<file path="src/core/ffm_pkg.sv">
// shared constants of the freefall / motion detector
package ffm_pkg;
   // data widths
   localparam int ACC_W = 14; // acceleration sample, two's complement
   localparam int CTH_W = 7; // common threshold field
   localparam int ATH_W = 13; // per-axis threshold
   localparam int COMMON_SHIFT = 6; // common threshold lsb weight as a shift, 64 counts
   typedef logic [ACC_W-1:0] ffm_acc_t;
   // register indices; byte address is four times the index
   localparam logic [7:0] IDX_CFG = 8'h15;
   localparam logic [7:0] IDX_SRC = 8'h16;
   localparam logic [7:0] IDX_THS = 8'h17;
   localparam logic [7:0] IDX_COUNT = 8'h18;
   localparam logic [7:0] IDX_THS_XM = 8'h73;
   localparam logic [7:0] IDX_THS_ZL = 8'h78;
   localparam logic [7:0] IDX_INT_STAT = 8'h7A;
   localparam logic [7:0] IDX_INT_MASK = 8'h7B;
   localparam logic [7:0] IDX_INT_CTRL = 8'h7C;
   // configuration fields
   localparam int CFG_LATCH = 7;
   localparam int CFG_OR = 6;
   localparam int CFG_XEN = 3; // y at +1, z at +2
   localparam logic [7:0] CFG_MASK = 8'hF8; // low three bits unused
   // threshold fields
   localparam int THS_DBMODE = 7;
   localparam int THS_XYZ_EN = 7; // in the x high-byte register
   localparam int ATH_HI_W = ATH_W - 8;
   // source fields
   localparam int SRC_EA = 7;
   // interrupt fields
   localparam int INT_RISE = 0;
   localparam int INT_FALL = 1;
   localparam int CTRL_EN = 0;
   localparam int CTRL_ROUTE = 1; // 1 routes to pin 1
   // reset values
   localparam logic [7:0] CFG_RST = 8'h00;
   localparam logic [7:0] THS_RST = 8'h00;
   localparam logic [7:0] COUNT_RST = 8'h00;
   localparam logic [7:0] ATH_RST = 8'h00;
   localparam logic [1:0] INT_RST = 2'h0;
endpackage

</file>
<file path="src/core/ffm_axis_if.sv">
`timescale 1ns/100ps
`default_nettype none
// one axis comparator link: sample and thresholds in, flags out
interface ffm_axis_if;
   logic [ffm_pkg::ACC_W-1:0] sample; // signed sample
   logic [ffm_pkg::ATH_W-1:0] ths_indiv; // own 13-bit threshold
   logic [ffm_pkg::CTH_W-1:0] ths_common; // shared 7-bit threshold
   logic use_indiv; // pick own threshold
   logic high; // magnitude above threshold
   logic low; // magnitude at or below threshold
   logic neg; // sample negative
   modport ctrl (output sample, ths_indiv, ths_common, use_indiv,
                 input high, low, neg);
   modport axis (input sample, ths_indiv, ths_common, use_indiv,
                 output high, low, neg);
endinterface
`default_nettype wire

</file>
<file path="src/core/ffm_axis.sv">
`timescale 1ns/100ps
`default_nettype none
// magnitude compare of one axis against the selected threshold
module ffm_axis (
   ffm_axis_if.axis ax
);
   // sign and magnitude of the sample
   wire logic is_neg = ax.sample[ffm_pkg::ACC_W-1];
   wire logic [ffm_pkg::ACC_W-1:0] mag = is_neg ? -ax.sample : ax.sample;
   // shared threshold scaled to sample counts
   wire logic [ffm_pkg::ACC_W-1:0] ths_c =
      ffm_pkg::ffm_acc_t'(ax.ths_common) << ffm_pkg::COMMON_SHIFT;
   // own threshold widened to sample width
   wire logic [ffm_pkg::ACC_W-1:0] ths_i = ffm_pkg::ffm_acc_t'(ax.ths_indiv);
   // threshold selection
   wire logic [ffm_pkg::ACC_W-1:0] ths_eff = ax.use_indiv ? ths_i : ths_c;
   // compare results
   assign ax.high = mag > ths_eff;
   assign ax.low = mag <= ths_eff;
   assign ax.neg = is_neg;
endmodule
`default_nettype wire

</file>
<file path="src/core/ffm_detector.sv">
// The Avalon-MM register port was chosen for this implementation.
`timescale 1ns/100ps
`default_nettype none
module ffm_detector (
   input wire logic clk,
   input wire logic nrst,
   input wire logic [9:0] avs_address,
   input wire logic avs_read,
   input wire logic avs_write,
   input wire logic [31:0] avs_writedata,
   input wire logic [3:0] avs_byteenable,
   output logic [31:0] avs_readdata,
   output logic avs_waitrequest,
   input wire logic [ffm_pkg::ACC_W-1:0] accel_x,
   input wire logic [ffm_pkg::ACC_W-1:0] accel_y,
   input wire logic [ffm_pkg::ACC_W-1:0] accel_z,
   input wire logic sample_valid,
   output logic irq,
   output logic int1_freefall_motion,
   output logic int2_freefall_motion
);
   localparam int AW = ffm_pkg::ACC_W;

   ////////////////////////////////////////////////////////////////////////
   // register storage
   logic [7:0] freefall_motion_config; // enables, mode, latch
   logic [7:0] freefall_motion_common_threshold; // dbmode and 7-bit ths
   logic [7:0] debounce_count; // samples needed to set the flag
   logic [7:0] axis_ths [6]; // x hi, x lo, y hi, y lo, z hi, z lo
   logic [5:0] freefall_motion_source; // per-axis event and polarity
   logic event_active_flag; // combined, debounced event
   logic [7:0] dbcnt; // debounce counter
   logic deb_state; // debounced detection
   logic [1:0] int_status; // sticky events
   logic [1:0] int_mask; // interrupt mask
   logic [1:0] int_ctrl; // pin enable and routing

   ////////////////////////////////////////////////////////////////////////
   // bus decode
   wire logic [7:0] idx = avs_address[9:2]; // word index
   wire logic req = avs_read | avs_write; // request pending
   wire logic acc = req & ~avs_waitrequest; // accepted this edge
   wire logic wr_acc = acc & avs_write & avs_byteenable[0];
   wire logic src_read = acc & avs_read & (idx == ffm_pkg::IDX_SRC);
   // per-axis threshold window
   wire logic hit_ath = (idx >= ffm_pkg::IDX_THS_XM) &&
                        (idx <= ffm_pkg::IDX_THS_ZL);
   wire logic [7:0] ath_off = idx - ffm_pkg::IDX_THS_XM;
   wire logic [2:0] ath_idx = ath_off[2:0];

   ////////////////////////////////////////////////////////////////////////
   // configuration fields
   wire logic latch = freefall_motion_config[ffm_pkg::CFG_LATCH];
   wire logic or_mode = freefall_motion_config[ffm_pkg::CFG_OR];
   // axis enables x, y, z
   wire logic [2:0] axis_en =
      freefall_motion_config[ffm_pkg::CFG_XEN +: 3];
   // debounce mode, independent of threshold selection
   wire logic dbmode =
      freefall_motion_common_threshold[ffm_pkg::THS_DBMODE];
   wire logic use_indiv = axis_ths[0][ffm_pkg::THS_XYZ_EN];

   ////////////////////////////////////////////////////////////////////////
   // per-axis comparators
   ffm_axis_if ax_if[3] ();
   wire logic [3*AW-1:0] accel_all = {accel_z, accel_y, accel_x};
   wire logic [2:0] ax_high; // above threshold
   wire logic [2:0] ax_low; // at or below threshold
   wire logic [2:0] ax_neg; // negative sample
   wire logic [2:0] ax_evt; // enabled axis event
   wire logic [5:0] new_flags; // fresh source flags
   generate
      for (genvar g = 0; g < 3; g++) begin : g_axis
         assign ax_if[g].sample = accel_all[g*AW +: AW];
         // own threshold from high and low bytes
         assign ax_if[g].ths_indiv =
            {axis_ths[2*g][ffm_pkg::ATH_HI_W-1:0], axis_ths[2*g+1]};
         assign ax_if[g].ths_common =
            freefall_motion_common_threshold[ffm_pkg::CTH_W-1:0];
         assign ax_if[g].use_indiv = use_indiv;
         assign ax_high[g] = ax_if[g].high;
         assign ax_low[g] = ax_if[g].low;
         assign ax_neg[g] = ax_if[g].neg;
         // event then polarity, 0 positive 1 negative
         assign new_flags[2*g+1] = ax_evt[g];
         assign new_flags[2*g] = ax_evt[g] & ax_neg[g];
         ffm_axis u_axis (
            .ax(ax_if[g])
         );
      end
   endgenerate

   ////////////////////////////////////////////////////////////////////////
   // combination of axes
   // motion: any enabled axis high
   wire logic cond_or = |(ax_high & axis_en);
   // freefall: every enabled axis low, at least one enabled
   wire logic cond_and = (|axis_en) & (&(ax_low | ~axis_en));
   wire logic cond = or_mode ? cond_or : cond_and;
   // disabled axes raise no event
   assign ax_evt = (or_mode ? ax_high : ax_low) & axis_en;

   ////////////////////////////////////////////////////////////////////////
   // debounce filter
   wire logic cnt_full = dbcnt >= debounce_count;
   wire logic [7:0] cnt_up = cnt_full ? debounce_count : dbcnt + 8'h01;
   wire logic [7:0] cnt_dn = (dbcnt == 8'h00) ? 8'h00 : dbcnt - 8'h01;
   // mode 1 clears, mode 0 counts down when condition drops
   wire logic [7:0] next_dbcnt = cond ? cnt_up :
                                 (dbmode ? 8'h00 : cnt_dn);
   wire logic next_deb = cond ?
      (deb_state | (next_dbcnt >= debounce_count)) :
      (~dbmode & deb_state & (next_dbcnt != 8'h00));

   ////////////////////////////////////////////////////////////////////////
   // event flag and source flags
   // latched: set wins over read clear unlatched follows
   wire logic held_ea = latch ? (event_active_flag & ~src_read)
                              : event_active_flag;
   wire logic next_ea = sample_valid ?
      (latch ? (held_ea | next_deb) : next_deb) : held_ea;
   // freeze while latched and set
   wire logic frozen = latch & event_active_flag & ~src_read;
   wire logic [5:0] kept_flags = (latch & src_read) ? 6'h00
                                                    : freefall_motion_source;
   wire logic [5:0] next_src = (sample_valid & ~frozen) ? new_flags
                                                         : kept_flags;
   // disabled axes read zero
   wire logic [5:0] src_mask = {{2{axis_en[2]}}, {2{axis_en[1]}},
                                {2{axis_en[0]}}};
   // source layout
   wire logic [7:0] src_view = {event_active_flag, 1'b0,
                                freefall_motion_source & src_mask};

   ////////////////////////////////////////////////////////////////////////
   // interrupt status
   wire logic [1:0] int_evt = {event_active_flag & ~next_ea,
                               ~event_active_flag & next_ea};
   wire logic [1:0] int_clr = (wr_acc && idx == ffm_pkg::IDX_INT_STAT) ?
                              avs_writedata[1:0] : 2'h0;
   // set wins over write-one-to-clear
   wire logic [1:0] next_int_status = (int_status & ~int_clr) | int_evt;

   ////////////////////////////////////////////////////////////////////////
   // read selection
   wire logic [7:0] rd_mux =
      (idx == ffm_pkg::IDX_CFG) ? freefall_motion_config :
      (idx == ffm_pkg::IDX_SRC) ? src_view :
      (idx == ffm_pkg::IDX_THS) ? freefall_motion_common_threshold :
      (idx == ffm_pkg::IDX_COUNT) ? debounce_count :
      hit_ath ? axis_ths[ath_idx] :
      (idx == ffm_pkg::IDX_INT_STAT) ? {6'h00, int_status} :
      (idx == ffm_pkg::IDX_INT_MASK) ? {6'h00, int_mask} :
      (idx == ffm_pkg::IDX_INT_CTRL) ? {6'h00, int_ctrl} : 8'h00;

   ////////////////////////////////////////////////////////////////////////
   // bus handshake: one wait cycle, data loaded before release
   always_ff @(posedge clk) begin
      if (!nrst) begin
         avs_waitrequest <= 1'b1;
         avs_readdata <= 32'h0000_0000;
      end else begin
         avs_waitrequest <= ~(req & avs_waitrequest);
         if (req & avs_waitrequest) begin
            avs_readdata <= {24'h00_0000, rd_mux};
         end
      end
   end

   // software writes to control registers
   always_ff @(posedge clk) begin
      if (!nrst) begin
         freefall_motion_config <= ffm_pkg::CFG_RST;
         freefall_motion_common_threshold <= ffm_pkg::THS_RST;
         debounce_count <= ffm_pkg::COUNT_RST;
         int_mask <= ffm_pkg::INT_RST;
         int_ctrl <= ffm_pkg::INT_RST;
      end else if (wr_acc) begin
         case (idx)
            ffm_pkg::IDX_CFG: begin
               freefall_motion_config <= avs_writedata[7:0] &
                                         ffm_pkg::CFG_MASK;
            end
            ffm_pkg::IDX_THS: begin
               freefall_motion_common_threshold <= avs_writedata[7:0];
            end
            ffm_pkg::IDX_COUNT: debounce_count <= avs_writedata[7:0];
            ffm_pkg::IDX_INT_MASK: int_mask <= avs_writedata[1:0];
            ffm_pkg::IDX_INT_CTRL: int_ctrl <= avs_writedata[1:0];
            default: ; // others written elsewhere, read-only or unmapped
         endcase
      end
   end

   // per-axis threshold bytes, addressed by index
   always_ff @(posedge clk) begin
      if (!nrst) begin
         for (int i = 0; i < 6; i++) begin
            axis_ths[i] <= ffm_pkg::ATH_RST;
         end
      end else if (wr_acc && hit_ath) begin
         axis_ths[ath_idx] <= avs_writedata[7:0];
      end
   end

   // debounce advances once per sample
   always_ff @(posedge clk) begin
      if (!nrst) begin
         dbcnt <= 8'h00;
         deb_state <= 1'b0;
      end else if (sample_valid) begin
         dbcnt <= next_dbcnt;
         deb_state <= next_deb;
      end
   end

   // event flag and source flags
   always_ff @(posedge clk) begin
      if (!nrst) begin
         event_active_flag <= 1'b0;
         freefall_motion_source <= 6'h00;
      end else begin
         event_active_flag <= next_ea;
         freefall_motion_source <= next_src;
      end
   end

   // sticky status, level interrupt and routed pins
   always_ff @(posedge clk) begin
      if (!nrst) begin
         int_status <= ffm_pkg::INT_RST;
         irq <= 1'b0;
         int1_freefall_motion <= 1'b0;
         int2_freefall_motion <= 1'b0;
      end else begin
         int_status <= next_int_status;
         irq <= |(next_int_status & int_mask);
         int1_freefall_motion <= next_ea & int_ctrl[ffm_pkg::CTRL_EN] &
                                 int_ctrl[ffm_pkg::CTRL_ROUTE];
         int2_freefall_motion <= next_ea & int_ctrl[ffm_pkg::CTRL_EN] &
                                 ~int_ctrl[ffm_pkg::CTRL_ROUTE];
      end
   end
endmodule
`default_nettype wire

</file>
<file path="config.mk">
export PLATFORM = sky130hd
export DESIGN_NAME = ffm_detector
export DESIGN_NICKNAME = d
export VERILOG_FILES = /design/src/core/ffm_pkg.sv /design/src/core/ffm_axis_if.sv /design/src/core/ffm_axis.sv /design/src/core/ffm_detector.sv
export SDC_FILE = /design/constraint.sdc
export NUM_CORES = 1
export LEC_CHECK = 0
export ABC_AREA = 0
export BUFFER_PORTS_ARGS = -buffer_cell sky130_fd_sc_hd__buf_2
export CORE_ASPECT_RATIO = 0.9
export CORE_UTILIZATION = 30
export DETAILED_ROUTE_END_ITERATION = 7
export SLEW_MARGIN = 10
export SYNTH_ARGS = -nofsm -noshare
export SYNTH_HDL_FRONTEND = slang
export SYNTH_HIERARCHICAL = 1
export SYNTH_SLANG_ARGS = --single-unit
export TNS_END_PERCENT = 20
</file>
<file path="constraint.sdc">
create_clock -name clk -period 10.78 [get_ports clk]
set_input_delay 2.156 -clock clk [delete_from_list [all_inputs] [get_ports clk]]
set_output_delay 2.156 -clock clk [all_outputs]
set_load 0.1 [all_outputs]
</file>
==> metrics.cfg <==
[placement]
numPortBuffers=75
placed_cell_area_um2=9040
gp_congestion=0.864
hpwlAfterDp_um=18000

[timing]
hold_viol=0
slew_headroom_pct=31.5
setup_violations=0
finalClockSkew_ns=0.00958
finalMaxSlewViolations=0
post-route-period-util_pct=67.4
fmax_mhz=138
worstMarginPinSlew_ns=1.02
period_minus_slack_ns=7.26
rsz0062_at_grt=false
finalSetupTns_ns=0

[global_routing]
track_usage_pct=16.2
met2_usage_pct=24.8
gr-usage-met3_pct=3.01
grt_pass1_vias=6433
grt_overflow=0
antenna_found_initial=1
grt_max_degree=49
gr-max-usage-layer=met2
grtUsageMet1_pct=23.0
grt_pass1_wl_um=35900

[synth]
synth_top_flop_cell=edfxtp_1
synthArstFlopShare_pct=0
synth_top_area_share_pct=22.7
ys_types=80
synth_area_um2=8450
yosys-mux-area-fraction_pct=10.1
yosys.area_share.xor_xnor_pct=4.56
synth_cells=895
synthAdderAreaFrac_pct=9.48
ys_ff_latch=119
synthSimpleGateAreaFrac_pct=19.7
ys_top_cells_by_area=edfxtp_1 (23%), dfxtp_1 (13%), ha_1 (9.5%)
ys_warn_count=6
synth-edff-count=64
synth_compound_area_share_pct=14.2
seq_area_frac_synth_pct=35.8
avgSynthCellArea_um2=9.44
yosysTopAreaCell=edfxtp_1
synth_top_family_by_area=simple AND/OR/NAND/NOR gates

[floorplanning]
die_w_um=179
core-area_um2=27300
ioPinCount=129
fp-row-count=57
die-height_um=161
die_area_um2=28800
start_util_pct=30.9

[clock_tree]
cts_setup_buffers=0
numCtsBuffers=17
cts_resized=0
hold_buffers=0
clock_latency_ns=0.42
cts_tree=yes
htreeDepth=4
cts_sinks=119
root_buffer=clkbuf_16
clockBufferDepth=2
path_clk_slew_ns=0.06

[setup_path]
cp-start-kind=input pin
worstSetupEndpointType=flop
critical_path.startpoint=accel_z[7]
cp.arrival_ns=7.57
rr_startpoint=axis_ths[0][7]$_SDFFCE_PN0P_
cp_max_fo=6
crit_required_ns=11.09
worstSetupPathType=input pin to flop

[job]
maxCapViolCount=0

[finish]
design_area_um2=9630
layout-drive-gt1-share_pct=16.5
areaGrowthSynthToFinish_pct=14.0
nFillCells=2750
antennaDiodeCount=0
final_nets=1113

[detailed_routing]
route.vias.total=6914
via_per_inst=5.23
drtIter0Drc=680
wirelength_um=23000
ant_nets=0
wl_per_cell_um=17.4
dr.pass1.iters=5
drc=0

[power_and_ir_drop]
leakage_nw=3.63
power.density_nw_per_um2=142
ir_drop_mv=0.115

[min_path]
hp-start=avs_readdata[3]$_SDFFE_PN0P_
hp-class=flop to flop

[run_status]
status=finished, final reports clean

[registers in the layout (all words and copies together), names as in the netlist, 2 cells and up]
signal                            count
axis_ths                             64
freefall_motion_common_threshold      8
freefall_motion_source                6
dbcnt                                 8
int_status                            2
debounce_count                        8
int_ctrl                              2
avs_readdata                          8
int_mask                              2
freefall_motion_config                5
[through the flow]
| stage | util [%] | power (W) | setup WS, ns | cells | hold WS, ns |
|---|---|---|---|---|---|
| floorplan | - | 0.000740 | 4.09 | 918 | 0.432 |
| global placement | 33.1 | 0.000804 | 3.14 | 1291 | 0.442 |
| detailed placement | 33.1 | 0.000809 | 3.11 | 1291 | 0.443 |
| CTS | 35.3 | 0.00138 | 3.53 | 1323 | 0.451 |
| global route | 35.3 | 0.00143 | 2.89 | 1323 | 0.472 |
| finish | 35.3 | 0.00137 | 3.52 | 1323 | 0.448 |
[report_power, final]
part	total (W)	internal [W]	leakage, nW	switching (W)
Clock	0.000571	0.000344	0.270	0.000226
Combinational	0.000301	0.000109	2.31	0.000192
Sequential	0.000500	0.000486	1.05	0.0000140
[layer usage]
layer / wire, um / vias up
met5: 10 / -
met4: 408 / 2
met3: 1390 / 25
met2: 10200 / 223
met1: 11000 / 3303
li1: - / 3361
[layout make-up]
type	instances	area, um^2	share of cell area [%]
flip-flops and latches	119	3020	31.4
repair buffers	82	428	4.44
clock inverters	15	166	1.73
clock buffers	17	425	4.42
well taps	354	443	4.60
multi-input cells	697	5000	51.9
inverters	39	146	1.52
[worst paths after layout]
path                            cells after the start  slack, ns                            to
worst max-delay path                               24       3.52                irq$_SDFF_PN0_
worst min-delay path                                2       0.45  avs_readdata[3]$_SDFFE_PN0P_
worst max register to register                     21       5.16                irq$_SDFF_PN0_
worst min register to register                      2       0.45  avs_readdata[3]$_SDFFE_PN0P_
[Yosys cell counts, types with 4 or more instances]
cell	instances
a31oi_1	5
nor3_1	18
nor4_1	4
mux2i_1	46
o31ai_1	11
a21oi_1	38
o41ai_1	4
nand3b_1	4
a211o_1	4
nand2_1	108
dfxtp_1	55
nor4_2	5
clkbuf_1	25
o21ai_0	22
xnor2_1	41
a21o_1	6
a32o_1	4
nand3_1	30
buf_4	27
nand4_1	11
nor2_1	103
buf_2	6
ha_1	64
or3_1	6
inv_1	39
edfxtp_1	64
a22oi_1	4
o211ai_1	11
and2_1	7
a32oi_1	4
or4b_4	4
nand2b_1	8
o211a_1	4
a221oi_1	4
mux4_2	16
nor2b_1	8
a211oi_1	8
[placed cells by master (no fill, tap or decap), types with 11 or more instances in the layout]
cell type	instances
a21oi_1	38
buf_2	75
clkbuf_16	17
conb_1	24
dfxtp_1	55
edfxtp_1	64
ha_1	64
inv_1	39
mux2i_1	46
mux4_2	16
nand2_1	108
nand3_1	30
nand4_1	11
nor2_1	103
nor3_1	18
o211ai_1	11
o21ai_0	22
o31ai_1	11
xnor2_1	41
[worst max-delay path: stages]
cell and delay, ns:
buf_2 0.12, nor4_2 0.33, nand3_1 0.20, o31ai_1 0.29
xnor2_1 0.11, ha_1 0.30, nand3_1 0.12, nor3_1 0.27
o2bb2ai_1 0.17, o211a_1 0.22, nand2b_1 0.13, o311ai_2 0.15
o31ai_1 0.75, o211ai_1 0.17, o211ai_1 0.29, ha_1 0.32
a21o_1 0.15, a21o_1 0.17, a211o_1 0.28, o2111ai_1 0.07
a2111o_1 0.25, o21ai_0 0.12, a21o_1 0.18, a22o_1 0.24
[cell families after synthesis]
group           after synthesis
flops                       119
xor+xnor                     44
compound gates              163
mux                          65
fa+ha+maj                    64
simple gates                337
other cells                   1
buf+inv                     102
Note: power is estimated with default switching activity, not from simulation.
